==> config.mk <==
export PLATFORM = sky130hd
export DESIGN_NAME = s2sp_uart
export DESIGN_NICKNAME = d
export VERILOG_FILES = /design/src/s2sp_pkg.sv /design/src/s2sp_uart.sv
export SDC_FILE = /design/constraint.sdc
export NUM_CORES = 1
export LEC_CHECK = 0
export BUFFER_PORTS_ARGS = -buffer_cell sky130_fd_sc_hd__buf_2
export CORE_ASPECT_RATIO = 0.75
export CORE_MARGIN = 3
export CORE_UTILIZATION = 50
export DETAILED_ROUTE_END_ITERATION = 8
export GPL_ROUTABILITY_DRIVEN = 0
export PLACE_DENSITY_LB_ADDON = 0.05
export SETUP_SLACK_MARGIN = 0.15
export SLEW_MARGIN = 10
export SYNTH_ARGS = -nofsm -noshare
export SYNTH_HDL_FRONTEND = slang
export SYNTH_SLANG_ARGS = --single-unit
==> constraint.sdc <==
create_clock -name mclk -period 4.3 [get_ports mclk]
set_input_delay 0.645 -clock mclk [delete_from_list [all_inputs] [get_ports mclk]]
set_output_delay 0.645 -clock mclk [all_outputs]
set_load 0.005 [all_outputs]
==> src/s2sp_pkg.sv <==
package s2sp_pkg;

  // ****************************************************************
  // Register indices (byte address is four times the index)
  // ****************************************************************
  localparam int         ADDR_W   = 10;
  localparam logic [7:0] IX_SADDR = 8'haa;
  localparam logic [7:0] IX_MASK  = 8'hba;
  localparam logic [7:0] IX_CTRL  = 8'hc0;
  localparam logic [7:0] IX_BUF   = 8'hc1;
  localparam logic [7:0] IX_CDIV  = 8'hc4;
  localparam logic [7:0] IX_STAT  = 8'hc5;
  localparam logic [7:0] IX_PWR   = 8'he8;
  localparam logic [7:0] IX_EVT   = 8'hf0;
  localparam logic [7:0] IX_EMSK  = 8'hf1;
  localparam logic [7:0] IX_BAUD  = 8'hf2;

  // ****************************************************************
  // Field positions and reset values
  // ****************************************************************
  localparam int CT_MHI = 7;
  localparam int CT_MLO = 6;
  localparam int CT_MP  = 5;
  localparam int CT_REN = 4;
  localparam int CT_TB8 = 3;
  localparam int CT_RB8 = 2;
  localparam int CT_TI  = 1;
  localparam int CT_RI  = 0;
  localparam int CD_HI  = 7;
  localparam int CD_LO  = 6;
  localparam int CD_SWB = 5;
  localparam int ST_TXA = 3;
  localparam int ST_RXA = 2;
  localparam int PW_DBL = 7;
  localparam int PW_FES = 6;
  localparam int EV_RX  = 0;
  localparam int EV_TX  = 1;
  localparam int EV_FE  = 2;
  localparam logic [1:0] CD_DIV4  = 2'h1;
  localparam logic [7:0] BYTE_RST = 8'h00;
  localparam logic [2:0] EV_RST   = 3'h0;

  // ****************************************************************
  // Modes and timing
  // ****************************************************************
  localparam logic [1:0] MD_SYNC = 2'h0;
  localparam logic [1:0] MD_A10  = 2'h1;
  localparam logic [1:0] MD_F11  = 2'h2;
  localparam logic [1:0] MD_V11  = 2'h3;
  localparam int CNT_W     = 13;
  localparam int SYNC_SLOW = 12;
  localparam int SYNC_FAST = 4;
  localparam int FIX_SLOW  = 64;
  localparam int FIX_FAST  = 32;
  localparam int BAUD_UNIT = 16;
  localparam logic [3:0] BITS_SYNC = 4'h8;
  localparam logic [3:0] BITS_A10  = 4'ha;
  localparam logic [3:0] BITS_A11  = 4'hb;
  localparam logic [3:0] RXB_A10   = 4'h9;
  localparam logic [3:0] RXB_A11   = 4'ha;

  typedef enum logic [2:0] {
    RX_IDLE  = 3'b001,
    RX_START = 3'b010,
    RX_DATA  = 3'b100
  } s2sp_rx_type;

  typedef enum logic [1:0] {
    TX_IDLE = 2'b01,
    TX_SEND = 2'b10
  } s2sp_tx_type;

endpackage : s2sp_pkg

==> src/s2sp_uart.sv <==
// Overview of operation
// - Bit seven is mode bit or framing flag
// - Two mode bits pick one of four modes
// - Nine-bit modes with MP set drop frames with ninth bit zero
// - Ten-bit mode with MP set drops frames with bad stop
// - Sync shift clock divides by twelve or four
// - Reception starts only while receive enable set
// - Nine-bit modes send software ninth bit
// - Received ninth bit holds ninth or stop
// - Transmit flag set at stop start, software clears
// - Receive flag set mid stop, software clears
// - Buffer read gives receive, write starts send
// - Mask ones select compared address bits
// - All-zero mask accepts any address byte
// - Transmit activity until transmit flag sets
// - Receive activity until last bit sampled
// - Divide writes ignored while active with switchback
// - Switchback forces divide-by-four on activity
//
// Decided for this implementation: the Avalon-MM slave port.
`timescale 1ns/1ps
`default_nettype none
module s2sp_uart (
  input  wire logic [s2sp_pkg::ADDR_W-1:0] address,
  input  wire logic                        mclk,
  input  wire logic                        rst_b,
  input  wire logic                        read,
  input  wire logic                        write,
  input  wire logic [31:0]                 writedata,
  output var  logic [31:0]                 readdata,
  output var  logic                        waitrequest,
  output var  logic                        irq,
  input  wire logic                        rxdIn,
  output var  logic                        rxdOut,
  output var  logic                        rxdOeB,
  output var  logic                        txd
);

  // ****************************************************************
  // Register bus
  // ****************************************************************
  function automatic logic hit(input logic [7:0] idx);
    hit = (address == {idx, 2'b00});
  endfunction : hit

  logic       wr;
  logic [7:0] wd;
  logic [7:0] rdMux;
  assign wr = write & ~waitrequest;
  assign wd = writedata[7:0];

  // One wait cycle gives the read mux a full cycle before the answer.
  always_ff @(posedge mclk or negedge rst_b) begin
    if (!rst_b) begin
      waitrequest <= 1'b1;
    end else if ((read | write) && waitrequest) begin
      waitrequest <= 1'b0;
    end else begin
      waitrequest <= 1'b1;
    end
  end

  always_ff @(posedge mclk or negedge rst_b) begin
    if (!rst_b) begin
      readdata <= 32'h0;
    end else if (read && waitrequest) begin
      readdata <= {24'h0, rdMux};
    end
  end

  // ****************************************************************
  // Software registers
  // ****************************************************************
  logic       modeHi_q, modeLo_q, mp_q, ren_q, tb8_q, rb8_q, ti_q, ri_q;
  logic       frameErr_q, swb_q, feSel_q, dbl_q, txAct_q, rxAct_q;
  logic [1:0] cd_q;
  logic [2:0] evt_q, evtMask_q;
  logic [7:0] mask_q, slvAddr_q, baud_q, rxData_q;
  logic [1:0] mode;
  logic       txDone, rxEnd, rxTake, feEv, txGo, rxBegin;
  logic [7:0] rxByte;
  logic       rxNinth, rxStop;
  assign mode = {modeHi_q, modeLo_q};

  always_ff @(posedge mclk or negedge rst_b) begin
    if (!rst_b) begin
      mask_q    <= s2sp_pkg::BYTE_RST;
      slvAddr_q <= s2sp_pkg::BYTE_RST;
      baud_q    <= s2sp_pkg::BYTE_RST;
      dbl_q     <= 1'b0;
      feSel_q   <= 1'b0;
      evtMask_q <= s2sp_pkg::EV_RST;
    end else begin
      if (wr && hit(s2sp_pkg::IX_MASK)) begin
        mask_q <= wd;
      end
      if (wr && hit(s2sp_pkg::IX_SADDR)) begin
        slvAddr_q <= wd;
      end
      if (wr && hit(s2sp_pkg::IX_BAUD)) begin
        baud_q <= wd;
      end
      if (wr && hit(s2sp_pkg::IX_PWR)) begin
        dbl_q   <= wd[s2sp_pkg::PW_DBL];
        feSel_q <= wd[s2sp_pkg::PW_FES];
      end
      if (wr && hit(s2sp_pkg::IX_EMSK)) begin
        evtMask_q <= wd[2:0];
      end
    end
  end

  // Hardware set beats a same-cycle software write on every flag.
  always_ff @(posedge mclk or negedge rst_b) begin
    if (!rst_b) begin
      modeHi_q   <= 1'b0;
      modeLo_q   <= 1'b0;
      mp_q       <= 1'b0;
      ren_q      <= 1'b0;
      tb8_q      <= 1'b0;
      rb8_q      <= 1'b0;
      ti_q       <= 1'b0;
      ri_q       <= 1'b0;
      frameErr_q <= 1'b0;
    end else begin
      if (wr && hit(s2sp_pkg::IX_CTRL)) begin
        if (feSel_q) begin
          frameErr_q <= wd[s2sp_pkg::CT_MHI];
        end else begin
          modeHi_q <= wd[s2sp_pkg::CT_MHI];
        end
        modeLo_q <= wd[s2sp_pkg::CT_MLO];
        mp_q     <= wd[s2sp_pkg::CT_MP];
        ren_q    <= wd[s2sp_pkg::CT_REN];
        tb8_q    <= wd[s2sp_pkg::CT_TB8];
        rb8_q    <= wd[s2sp_pkg::CT_RB8];
        ti_q     <= wd[s2sp_pkg::CT_TI];
        ri_q     <= wd[s2sp_pkg::CT_RI];
      end
      if (feEv) begin
        frameErr_q <= 1'b1;
      end
      if (txDone) begin
        ti_q <= 1'b1;
      end
      if (rxTake) begin
        ri_q <= 1'b1;
        if (mode != s2sp_pkg::MD_SYNC) begin
          rb8_q <= (mode == s2sp_pkg::MD_A10) ? rxStop : rxNinth;
        end
      end
    end
  end

  always_ff @(posedge mclk or negedge rst_b) begin
    if (!rst_b) begin
      rxData_q <= s2sp_pkg::BYTE_RST;
    end else if (rxTake) begin
      rxData_q <= rxByte;
    end
  end

  // ****************************************************************
  // Clock divide with switchback
  // ****************************************************************
  always_ff @(posedge mclk or negedge rst_b) begin
    if (!rst_b) begin
      cd_q  <= s2sp_pkg::CD_DIV4;
      swb_q <= 1'b0;
    end else begin
      if (wr && hit(s2sp_pkg::IX_CDIV)) begin
        swb_q <= wd[s2sp_pkg::CD_SWB];
        if (!(swb_q && (txAct_q || rxAct_q))) begin
          cd_q <= wd[s2sp_pkg::CD_HI:s2sp_pkg::CD_LO];
        end
      end
      if (swb_q && (txGo || rxBegin)) begin
        cd_q <= s2sp_pkg::CD_DIV4;
      end
    end
  end

  // ****************************************************************
  // Bit timing
  // ****************************************************************
  function automatic logic [s2sp_pkg::CNT_W-1:0] bitLen(
    input logic [1:0] md, input logic fast, input logic dbl,
    input logic [7:0] bd);
    unique case (md)
      s2sp_pkg::MD_SYNC: bitLen = s2sp_pkg::CNT_W'(fast ? s2sp_pkg::SYNC_FAST
                                                        : s2sp_pkg::SYNC_SLOW);
      s2sp_pkg::MD_F11:  bitLen = s2sp_pkg::CNT_W'(dbl ? s2sp_pkg::FIX_FAST
                                                       : s2sp_pkg::FIX_SLOW);
      default: bitLen = s2sp_pkg::CNT_W'((int'(bd) + 1) * s2sp_pkg::BAUD_UNIT);
    endcase
  endfunction : bitLen

  logic [s2sp_pkg::CNT_W-1:0] bitMax, bitHalf;
  assign bitMax  = bitLen(mode, mp_q, dbl_q, baud_q) - 1'b1;
  assign bitHalf = bitMax >> 1;

  // ****************************************************************
  // Transmitter
  // ****************************************************************
  s2sp_pkg::s2sp_tx_type      txState_q;
  logic [s2sp_pkg::CNT_W-1:0] txCnt_q;
  logic [10:0]                txShift_q;
  logic [3:0]                 txLeft_q;
  logic                       txEnd;

  assign txGo  = wr && hit(s2sp_pkg::IX_BUF);
  assign txEnd = (txState_q == s2sp_pkg::TX_SEND) && (txCnt_q == '0);
  assign txDone = txEnd && (txLeft_q == ((mode == s2sp_pkg::MD_SYNC) ? 4'h1
                                                                     : 4'h2));

  always_ff @(posedge mclk or negedge rst_b) begin
    if (!rst_b) begin
      txState_q <= s2sp_pkg::TX_IDLE;
      txCnt_q   <= '0;
      txShift_q <= '1;
      txLeft_q  <= '0;
    end else if (txGo) begin
      txState_q <= s2sp_pkg::TX_SEND;
      txCnt_q   <= bitMax;
      unique case (mode)
        s2sp_pkg::MD_SYNC: begin
          txShift_q <= {3'b111, wd};
          txLeft_q  <= s2sp_pkg::BITS_SYNC;
        end
        s2sp_pkg::MD_A10: begin
          txShift_q <= {2'b11, wd, 1'b0};
          txLeft_q  <= s2sp_pkg::BITS_A10;
        end
        default: begin
          txShift_q <= {1'b1, tb8_q, wd, 1'b0};
          txLeft_q  <= s2sp_pkg::BITS_A11;
        end
      endcase
    end else if (txEnd) begin
      txCnt_q   <= bitMax;
      txShift_q <= {1'b1, txShift_q[10:1]};
      txLeft_q  <= txLeft_q - 1'b1;
      if (txLeft_q == 4'h1) begin
        txState_q <= s2sp_pkg::TX_IDLE;
      end
    end else if (txState_q == s2sp_pkg::TX_SEND) begin
      txCnt_q <= txCnt_q - 1'b1;
    end
  end

  always_ff @(posedge mclk or negedge rst_b) begin
    if (!rst_b) begin
      txAct_q <= 1'b0;
    end else if (txGo) begin
      // A buffer write restarts the frame, so it outranks the end of the old one.
      txAct_q <= 1'b1;
    end else if (txDone) begin
      txAct_q <= 1'b0;
    end
  end

  // ****************************************************************
  // Receiver
  // ****************************************************************
  s2sp_pkg::s2sp_rx_type      rxState_q;
  logic [s2sp_pkg::CNT_W-1:0] rxCnt_q;
  logic [9:0]                 rxShift_q, rxNext;
  logic [3:0]                 rxLeft_q;
  logic                       rxdPrev_q, addrOk, rxDataEnd;

  assign rxNext    = {rxdIn, rxShift_q[9:1]};
  assign rxDataEnd = (rxState_q == s2sp_pkg::RX_DATA) && (rxCnt_q == '0);
  assign rxEnd     = rxDataEnd && (rxLeft_q == 4'h1);
  // Sync reception waits for an idle transmitter: both use the pins.
  assign rxBegin = (rxState_q == s2sp_pkg::RX_IDLE) && ren_q &&
                   ((mode == s2sp_pkg::MD_SYNC) ? (!ri_q && !txAct_q)
                                                : (rxdPrev_q && !rxdIn));
  assign rxStop  = rxNext[9];
  assign rxNinth = rxNext[8];

  always_comb begin
    unique case (mode)
      s2sp_pkg::MD_SYNC: rxByte = rxNext[9:2];
      s2sp_pkg::MD_A10:  rxByte = rxNext[8:1];
      default:           rxByte = rxNext[7:0];
    endcase
  end

  // A zero mask leaves nothing to compare, so any address passes.
  assign addrOk = ((rxByte ^ slvAddr_q) & mask_q) == 8'h00;

  always_comb begin
    unique case (mode)
      s2sp_pkg::MD_SYNC: rxTake = rxEnd;
      s2sp_pkg::MD_A10:  rxTake = rxEnd && (!mp_q || rxStop);
      default:           rxTake = rxEnd && (!mp_q || (rxNinth && addrOk));
    endcase
  end

  assign feEv = rxEnd && (mode != s2sp_pkg::MD_SYNC) && !rxStop;

  always_ff @(posedge mclk or negedge rst_b) begin
    if (!rst_b) begin
      rxdPrev_q <= 1'b1;
    end else begin
      rxdPrev_q <= rxdIn;
    end
  end

  always_ff @(posedge mclk or negedge rst_b) begin
    if (!rst_b) begin
      rxState_q <= s2sp_pkg::RX_IDLE;
      rxCnt_q   <= '0;
      rxShift_q <= '0;
      rxLeft_q  <= '0;
    end else begin
      unique case (rxState_q)
        s2sp_pkg::RX_IDLE: begin
          if (rxBegin && mode == s2sp_pkg::MD_SYNC) begin
            rxState_q <= s2sp_pkg::RX_DATA;
            rxCnt_q   <= bitMax;
            rxLeft_q  <= s2sp_pkg::BITS_SYNC;
          end else if (rxBegin) begin
            rxState_q <= s2sp_pkg::RX_START;
            rxCnt_q   <= bitHalf;
          end
        end
        s2sp_pkg::RX_START: begin
          if (rxCnt_q != '0) begin
            rxCnt_q <= rxCnt_q - 1'b1;
          end else if (rxdIn) begin
            rxState_q <= s2sp_pkg::RX_IDLE; // Glitch, not a start bit.
          end else begin
            rxState_q <= s2sp_pkg::RX_DATA;
            rxCnt_q   <= bitMax;
            rxLeft_q  <= (mode == s2sp_pkg::MD_A10) ? s2sp_pkg::RXB_A10
                                                    : s2sp_pkg::RXB_A11;
          end
        end
        s2sp_pkg::RX_DATA: begin
          if (rxDataEnd) begin
            rxShift_q <= rxNext;
            rxCnt_q   <= bitMax;
            rxLeft_q  <= rxLeft_q - 1'b1;
            if (rxLeft_q == 4'h1) begin
              rxState_q <= s2sp_pkg::RX_IDLE;
            end
          end else begin
            rxCnt_q <= rxCnt_q - 1'b1;
          end
        end
        default: rxState_q <= s2sp_pkg::RX_IDLE;
      endcase
    end
  end

  always_ff @(posedge mclk or negedge rst_b) begin
    if (!rst_b) begin
      rxAct_q <= 1'b0;
    end else if (rxEnd) begin
      rxAct_q <= 1'b0;
    end else if (rxBegin) begin
      rxAct_q <= 1'b1;
    end
  end

  // ****************************************************************
  // Pins
  // ****************************************************************
  logic syncTx, syncRx;
  assign syncTx = (mode == s2sp_pkg::MD_SYNC) && (txState_q == s2sp_pkg::TX_SEND);
  assign syncRx = (mode == s2sp_pkg::MD_SYNC) && (rxState_q == s2sp_pkg::RX_DATA);

  // Shift clock is low for the first half of each bit, high for the second.
  always_ff @(posedge mclk or negedge rst_b) begin
    if (!rst_b) begin
      txd    <= 1'b1;
      rxdOut <= 1'b1;
      rxdOeB <= 1'b1;
    end else begin
      if (syncTx) begin
        txd <= (txCnt_q <= bitHalf);
      end else if (syncRx) begin
        txd <= (rxCnt_q <= bitHalf);
      end else if (mode == s2sp_pkg::MD_SYNC) begin
        txd <= 1'b1;
      end else begin
        txd <= (txState_q == s2sp_pkg::TX_SEND) ? txShift_q[0] : 1'b1;
      end
      rxdOut <= syncTx ? txShift_q[0] : 1'b1;
      rxdOeB <= !syncTx;
    end
  end

  // ****************************************************************
  // Events and interrupt
  // ****************************************************************
  logic [2:0] evtSet;
  assign evtSet = {feEv, txDone, rxTake};

  always_ff @(posedge mclk or negedge rst_b) begin
    if (!rst_b) begin
      evt_q <= s2sp_pkg::EV_RST;
    end else if (wr && hit(s2sp_pkg::IX_EVT)) begin
      evt_q <= (evt_q & ~wd[2:0]) | evtSet;
    end else begin
      evt_q <= evt_q | evtSet;
    end
  end

  always_ff @(posedge mclk or negedge rst_b) begin
    if (!rst_b) begin
      irq <= 1'b0;
    end else begin
      irq <= |(evt_q & evtMask_q);
    end
  end

  // ****************************************************************
  // Read mux
  // ****************************************************************
  always_comb begin
    rdMux = 8'h00;
    if (hit(s2sp_pkg::IX_MASK)) begin
      rdMux = mask_q;
    end else if (hit(s2sp_pkg::IX_SADDR)) begin
      rdMux = slvAddr_q;
    end else if (hit(s2sp_pkg::IX_CTRL)) begin
      rdMux = {feSel_q ? frameErr_q : modeHi_q, modeLo_q, mp_q, ren_q,
               tb8_q, rb8_q, ti_q, ri_q};
    end else if (hit(s2sp_pkg::IX_BUF)) begin
      rdMux = rxData_q;
    end else if (hit(s2sp_pkg::IX_CDIV)) begin
      rdMux = {cd_q, swb_q, 5'h00};
    end else if (hit(s2sp_pkg::IX_STAT)) begin
      rdMux[s2sp_pkg::ST_TXA] = txAct_q;
      rdMux[s2sp_pkg::ST_RXA] = rxAct_q;
    end else if (hit(s2sp_pkg::IX_PWR)) begin
      rdMux = {dbl_q, feSel_q, 6'h00};
    end else if (hit(s2sp_pkg::IX_EVT)) begin
      rdMux = {5'h00, evt_q};
    end else if (hit(s2sp_pkg::IX_EMSK)) begin
      rdMux = {5'h00, evtMask_q};
    end else if (hit(s2sp_pkg::IX_BAUD)) begin
      rdMux = baud_q;
    end
  end

endmodule : s2sp_uart
`default_nettype wire

* Word level (Yosys, flattened, before mapping) *
Cells that the tools add are included.

word-level totals
  register bits = 128
  input bits = 47
  output and inout bits = 37
  logic and storage cells = 222

operators by class
  $add $sub $neg = 6
  order comparisons = 2
  equal/unequal tests = 27
  mux-type cells = 76
  bitwise logic cells = 11
  reduce and logical (&&, ||, !) cells = 64

operators by type and width
  cell                                                                   number
  13-bit two-way mux                                                     8
  10-bit == test (second input constant)                                 10
  8-bit two-way mux                                                      9
  13-bit one-hot mux with 3 select lines                                 1
  13-bit by 1-bit subtractor with 13-bit output (second input constant)  3
  4-bit two-way mux                                                      8
  1-bit logical AND                                                      29
  13-bit by 12-bit less-or-equal comparator with 1-bit output            2
  13-bit logical NOT                                                     2
  13-bit one-hot mux with 2 select lines                                 1
  1-bit two-way mux                                                      23
  11-bit two-way mux                                                     2
  3-bit two-way mux                                                      7
  2-bit two-way mux                                                      10
  10-bit one-hot mux with 2 select lines                                 1
  2-bit nonzero test                                                     10
  8-bit one-hot mux with 2 select lines                                  1
  13-bit nonzero test                                                    1
  4-bit one-hot mux with 3 select lines                                  1
  2-bit AND reduction                                                    5
  8-bit by 1-bit adder with 9-bit output (second input constant)         1
  3-bit one-hot mux with 3 select lines                                  1
  8-bit AND                                                              1
  4-bit by 1-bit == test with 1-bit output (second input constant)       2
  other kinds (30)                                                       47

* Depth between registers and ports, before layout *
  word-level depth = 11
  gate-level depth with buffers = 19
  gate-level depth less buffers = 16

* Worst setup path after synthesis *
No wires, ideal clock.

  path type = reg-to-reg
  start point = reg modeHi_q
  end point = reg txd
  setup time = 0.082 ns
  data arrival time = 3.393 ns
  required time = 4.218 ns
  slack = 0.825 ns
  stages on the path, launching flop included = 19
  buffers on the path = 4
  period minus slack after synthesis = 3.475 ns
  path through = dfrtp_1 -> clkbuf_1 -> clkbuf_1 -> clkbuf_1 -> or3_1 -> ha_1 -> clkbuf_1 -> nand3b_1 -> xnor2_1 -> nand2_1 -> o21ai_0 -> ha_1 -> nand4_1 -> a211oi_1 -> o21ai_0 -> o31a_1 -> o21ai_1 -> a21oi_1 -> a211o_1

between the ends
  word-level cells in the longest chain between the ends = 6
  elaborated cells between the ends (all ways) = 11
  those cells by class = 1 x add/sub; 2 x order compare; 1 x eq/ne; 4 x mux; 3 x reduce/logical

RTL lines
  item                                                         line                                                  source
  from (decl)                                                  s2sp_uart.sv:74                                       logic modeHi_q, modeLo_q, mp_q, ren_q, tb8_q, rb8_q, ti_q, ri_q;
  from (signal assigned)                                       s2sp_uart.sv:130                                      modeHi_q <= wd[s2sp_pkg::CT_MHI];
  2-bit == test / 2-bit logical NOT (equally long branches)    s2sp_uart.sv:189, s2sp_uart.sv:371, s2sp_uart.sv:372
  13-bit one-hot mux with 2 select lines                       s2sp_uart.sv:189                                      unique case (md)
  13-bit by 1-bit subtractor with 13-bit output                s2sp_uart.sv:199                                      assign bitMax = bitLen(mode, mp_q, dbl_q, baud_q) - 1'b1;
  13-bit by 12-bit less-or-equal comparator with 1-bit output  s2sp_uart.sv:384                                      txd <= (rxCnt_q <= bitHalf);
  1-bit two-way mux                                            s2sp_uart.sv:383                                      end else if (syncRx) begin
  1-bit two-way mux (*)                                        s2sp_uart.sv:381                                      if (syncTx) begin
  to (signal assigned)                                         s2sp_uart.sv:382                                      txd <= (txCnt_q <= bitHalf);
  to (signal assigned)                                         s2sp_uart.sv:384
  to (signal assigned)                                         s2sp_uart.sv:388                                      txd <= (txState_q == s2sp_pkg::TX_SEND) ? txShift_q[0] : 1'b1;
  to (decl)                                                    s2sp_uart.sv:36                                       output var logic txd

Every way passes the cells marked *; elsewhere a longest branch is shown, timed or not.
A chain may end at the register's enable or synchronous reset.

* Final worst setup path *
  start point = reg baud_q[0]
  end point = reg txd

between the ends
  word-level cells in the longest chain between the ends = 6
  elaborated cells between the ends (all ways) = 7
  those cells by class = 2 x add/sub; 2 x order compare; 3 x mux

RTL lines
  item                                                         line              source
  from (decl)                                                  s2sp_uart.sv:78   logic [7:0] mask_q, slvAddr_q, baud_q, rxData_q;
  from (signal assigned)                                       s2sp_uart.sv:89   baud_q <= s2sp_pkg::BYTE_RST;
  from (signal assigned)                                       s2sp_uart.sv:101  baud_q <= wd;
  8-bit by 1-bit adder with 9-bit output (*)                   s2sp_uart.sv:194  default: bitLen = s2sp_pkg::CNT_W'((int'(bd) + 1) * s2sp_pkg::BAUD_UNIT);
  13-bit one-hot mux with 2 select lines (*)                   s2sp_uart.sv:189
  13-bit by 1-bit subtractor with 13-bit output (*)            s2sp_uart.sv:199
  13-bit by 12-bit less-or-equal comparator with 1-bit output  s2sp_uart.sv:384
  1-bit two-way mux                                            s2sp_uart.sv:383
  1-bit two-way mux (*)                                        s2sp_uart.sv:381

Marks and branches as above.

==> flow_summary.toml <==
[logic_synthesis]
synth_flop_cell = "sky130_fd_sc_hd__dfrtp_1"
post-synth-top-area-fraction_pct = 33.9
synth_edf_count = 0
synth_async_sr_flop_share_pct = 100
synth.area.top_cells = "sky130_fd_sc_hd__dfrtp_1 34%, sky130_fd_sc_hd__mux2_2 7.9%, sky130_fd_sc_hd__dfstp_2 5.9%, sky130_fd_sc_hd__nand2_1 5.0%, sky130_fd_sc_hd__ha_1 4.4%"
synth.ff_latch_count = 126
post_synth_inst_count = 873
synth.yosys.seq_area_share_pct = 39.8
ys_warn_count = 0
cell_taking_the_most_area_after_synthesis = "sky130_fd_sc_hd__dfrtp_1"
syn_area_per_cell_um2 = 9.14
syn-cell-area_mm2 = 0.00798
post_synth_num_cell_types = 80

[run_status]
outcome = "complete, no violations"

[route]
first_iter_violations = 508
route.detailed.vias_per_inst = 5.97
ant_nets = 0
drt-wirelength-per-cell_um = 19.4
post-route-drc-count = 0
totalWireLength_mm = 21.7
drt-pass1-iter-count = 5
detailroute.via_count = 6697

[global_route]
groute.usage.overall_pct = 25.3
first_global_vias = 6346
globalRouteOverflowTotal = 0
initial_antenna_violation_count = 0
grt_max_degree = 71
first_pass_grt_wire_length_mm = 35.0

[timing]
setup_viol = 0
worst_pin_slew_ns = 0.899
final_max_slew_viol_count = 0
min_period_ns = 3.83
timing.clock.skew_ns = 0.00717
sum_of_negative_setup_slack_ns = 0
rsz0062_at_grt = "false"
slew_headroom_pct = 39.4
finalHoldViolCount = 0
max_freq_mhz = 261
fin_ws_ns = 0.467
timing.final.crit_share_pct = 89.1

[place]
detailedPlacementHpwl_mm = 15.9
count_of_port_buffers_added_during_placement = 35
dpl_worst_slack_ns = 0.482

[final_layout]
n_antenna_cell = 0
layout-area-overhead-vs-synth_pct = 11.0
layout.core_utilization_pct = 57.4
most_frequent_cells_in_the_layout = "108 x sky130_fd_sc_hd__dfrtp_1, 107 x sky130_fd_sc_hd__nand2_1, 63 x sky130_fd_sc_hd__o21ai_0, 56 x sky130_fd_sc_hd__nor2_1, 56 x sky130_fd_sc_hd__mux2_2"
layout_commonest_cell = "sky130_fd_sc_hd__dfrtp_1"
layout-drive-gt1-share_pct = 19.3
layout.nets = 979

[worst_setup_path]
timing.setup.critical_path_class = "reg -> reg"
max_incr_delay_on_cp_ns = 0.54
crit_chain = "ha_2, or4b_1, o22ai_2, nand3_2, o21ai_0, nand2_1, nor3b_2, xnor2_1, ha_1, nand3b_1, a21oi_1, o21ai_0, o31a_1, o21ai_1, a21oi_1, a211o_1"
worst_ep_arrival_ns = 4.18
critical_path.endpoint_type = "flip-flop"
cp_max_fo = 10
cp-start-kind = "flip-flop"
rrSetupSlack_ns = 0.47
cp_top_family = "compound AO/OA/AOI/OAI gates"
critPathLaunch = "baud_q[0]"
required_worst_endpoint_ns = 4.65
cp.buffers_inverters = 0
critPathSlowestCell = "sky130_fd_sc_hd__dfrtp_1"
rr_startpoint = "baud_q[0]"

[floorplanning]
num_rows = 39
floorplan.die_area_mm2 = 0.0175
floorplan.initialDensity_pct = 51.7
fp.dieH_um = 115
io_pins = 84
die_w_um = 152
floorplan.core_area_mm2 = 0.0154

[cts]
post_cts_hold_buffer_count = 0
clkLatencyLatePin_ns = 0.42
worst_setup_hold_path_clk_slew_ns = 0.05
cts-root-to-sink-buffers = 2
cts-root-buf = "sky130_fd_sc_hd__clkbuf_16"
cts_tree = "yes"
cts_buffers = 17
tritoncts_num_sinks = 126
h_tree_depth = 4

[power]
vdd_ir_drop_max_v = 0.000273
power.density_mw_per_mm2 = 306
p_leak_nw = 3.94

[run]
cap_viol_max_count = 0

[worst_hold_path]
hold_class = "in -> async"
worst paths after layout:
path                          endpoint  cells after the start
max reg2reg                        txd                     16
min                         rxCnt_q[5]                      1
min reg2reg                readdata[7]                      1
max                                txd                     16
max in group asynchronous      cd_q[0]                      2
min in group mclk          waitrequest                      2
stage by stage:
| step | hold slack [ns] | total power, W | area (um2) | instances |
|---|---|---|---|---|
| floorplan | 0.349 | 0.00128 | 8070 | 896 |
| global placement | 0.457 | 0.00133 | 8280 | 1090 |
| detailed placement | 0.461 | 0.00133 | 8280 | 1090 |
| CTS | 0.376 | 0.00274 | 8850 | 1121 |
| global route | 0.397 | 0.00280 | 8850 | 1121 |
| finish | 0.349 | 0.00271 | 8850 | 1121 |
sequential cells by signal, indices dropped and copies added (netlist names), 2 cells and up:
name,cells
baud_q,8
cd_q,2
evtMask_q,3
evt_q,3
mask_q,8
readdata,8
rxCnt_q,13
rxData_q,8
rxLeft_q,4
rxShift_q,9
rxState_q,3
slvAddr_q,8
txCnt_q,13
txLeft_q,4
txShift_q,10
txState_q,2
power by group:
| part | internal (W) | total (W) | switching (W) |
|---|---|---|---|
| registers | 0.00120 | 0.00121 | 0.00000851 |
| clock network | 0.000865 | 0.00140 | 0.000536 |
| logic | 0.0000290 | 0.000106 | 0.0000773 |
cells in the mapped netlist, types with 3 or more instances:
library cell and n:
sky130_fd_sc_hd__mux2i_1 16, sky130_fd_sc_hd__a222oi_1 4, sky130_fd_sc_hd__or2_2 3, sky130_fd_sc_hd__mux2_1 4
sky130_fd_sc_hd__clkbuf_1 29, sky130_fd_sc_hd__nor2b_1 5, sky130_fd_sc_hd__and3_1 10, sky130_fd_sc_hd__buf_4 28
sky130_fd_sc_hd__o21ai_0 63, sky130_fd_sc_hd__or4_1 4, sky130_fd_sc_hd__a211oi_1 6, sky130_fd_sc_hd__mux2_2 56
sky130_fd_sc_hd__or3_1 16, sky130_fd_sc_hd__nand3b_1 3, sky130_fd_sc_hd__nand3_1 23, sky130_fd_sc_hd__a21o_1 6
sky130_fd_sc_hd__dfrtp_1 108, sky130_fd_sc_hd__nor3_2 3, sky130_fd_sc_hd__nor3b_1 3, sky130_fd_sc_hd__a22oi_1 12
sky130_fd_sc_hd__o31ai_1 8, sky130_fd_sc_hd__and2_1 3, sky130_fd_sc_hd__nor3_1 32, sky130_fd_sc_hd__ha_1 28
sky130_fd_sc_hd__xnor2_1 13, sky130_fd_sc_hd__a221oi_1 4, sky130_fd_sc_hd__nand4_1 7, sky130_fd_sc_hd__o21ai_1 4
sky130_fd_sc_hd__xor2_1 17, sky130_fd_sc_hd__nor4_1 6, sky130_fd_sc_hd__a31oi_1 16, sky130_fd_sc_hd__a21oi_1 42
sky130_fd_sc_hd__o21a_1 3, sky130_fd_sc_hd__nand2_1 107, sky130_fd_sc_hd__buf_6 3, sky130_fd_sc_hd__nand4b_1 3
sky130_fd_sc_hd__nand2b_1 13, sky130_fd_sc_hd__o22ai_1 8, sky130_fd_sc_hd__nor2_1 56, sky130_fd_sc_hd__dfstp_2 18
sky130_fd_sc_hd__inv_1 34
worst register-to-register path, cell delays in order (launching register included):
cell,delay [ns]
sky130_fd_sc_hd__dfrtp_1,0.54
sky130_fd_sc_hd__ha_2,0.39
sky130_fd_sc_hd__or4b_1,0.50
sky130_fd_sc_hd__o22ai_2,0.20
sky130_fd_sc_hd__nand3_2,0.16
sky130_fd_sc_hd__o21ai_0,0.18
sky130_fd_sc_hd__nand2_1,0.12
sky130_fd_sc_hd__nor3b_2,0.20
sky130_fd_sc_hd__xnor2_1,0.11
sky130_fd_sc_hd__ha_1,0.32
sky130_fd_sc_hd__nand3b_1,0.12
sky130_fd_sc_hd__a21oi_1,0.13
sky130_fd_sc_hd__o21ai_0,0.12
sky130_fd_sc_hd__o31a_1,0.25
sky130_fd_sc_hd__o21ai_1,0.11
sky130_fd_sc_hd__a21oi_1,0.08
sky130_fd_sc_hd__a211o_1,0.23
layout make-up:
cell class | count | area (um2)
clock buffers | 22 | 454
repair buffers | 53 | 325
well taps | 205 | 256
fillers | 1335 | 6570
flip-flops and latches | 126 | 3180
multi-input cells | 671 | 4400
inverters | 35 | 131
clock inverters | 9 | 111
layer usage:
| layer | routed length [um] | global-route usage [%] | vias up |
|---|---|---|---|
| li1 | - | - | 3152 |
| met1 | 10500 | 37.7 | 3266 |
| met2 | 9240 | 36.7 | 255 |
| met3 | 1750 | 6.36 | 24 |
| met4 | 236 | 6.95 | 0 |
| met5 | 0 | 0 | - |
repair_timing:
| item | 4_1_cts | 5_1_grt |
|---|---|---|
| resized for setup | 0 | 2 |
| endpoints found under the hold margin | 0 | 0 |
| setup buffers | 0 | 0 |
| setup endpoints to repair | 0 | 1 |
cells by family after synthesis:
logic type	Yosys count	synth area share, %
other cells	1	0.0470
mux	76	10.5
buf+inv	99	6.30
fa+ha+maj	28	4.39
compound gates	199	15.7
flops	126	39.8
simple gates	312	19.6
xor+xnor	32	3.70
Power figures use the tool's default switching activity.
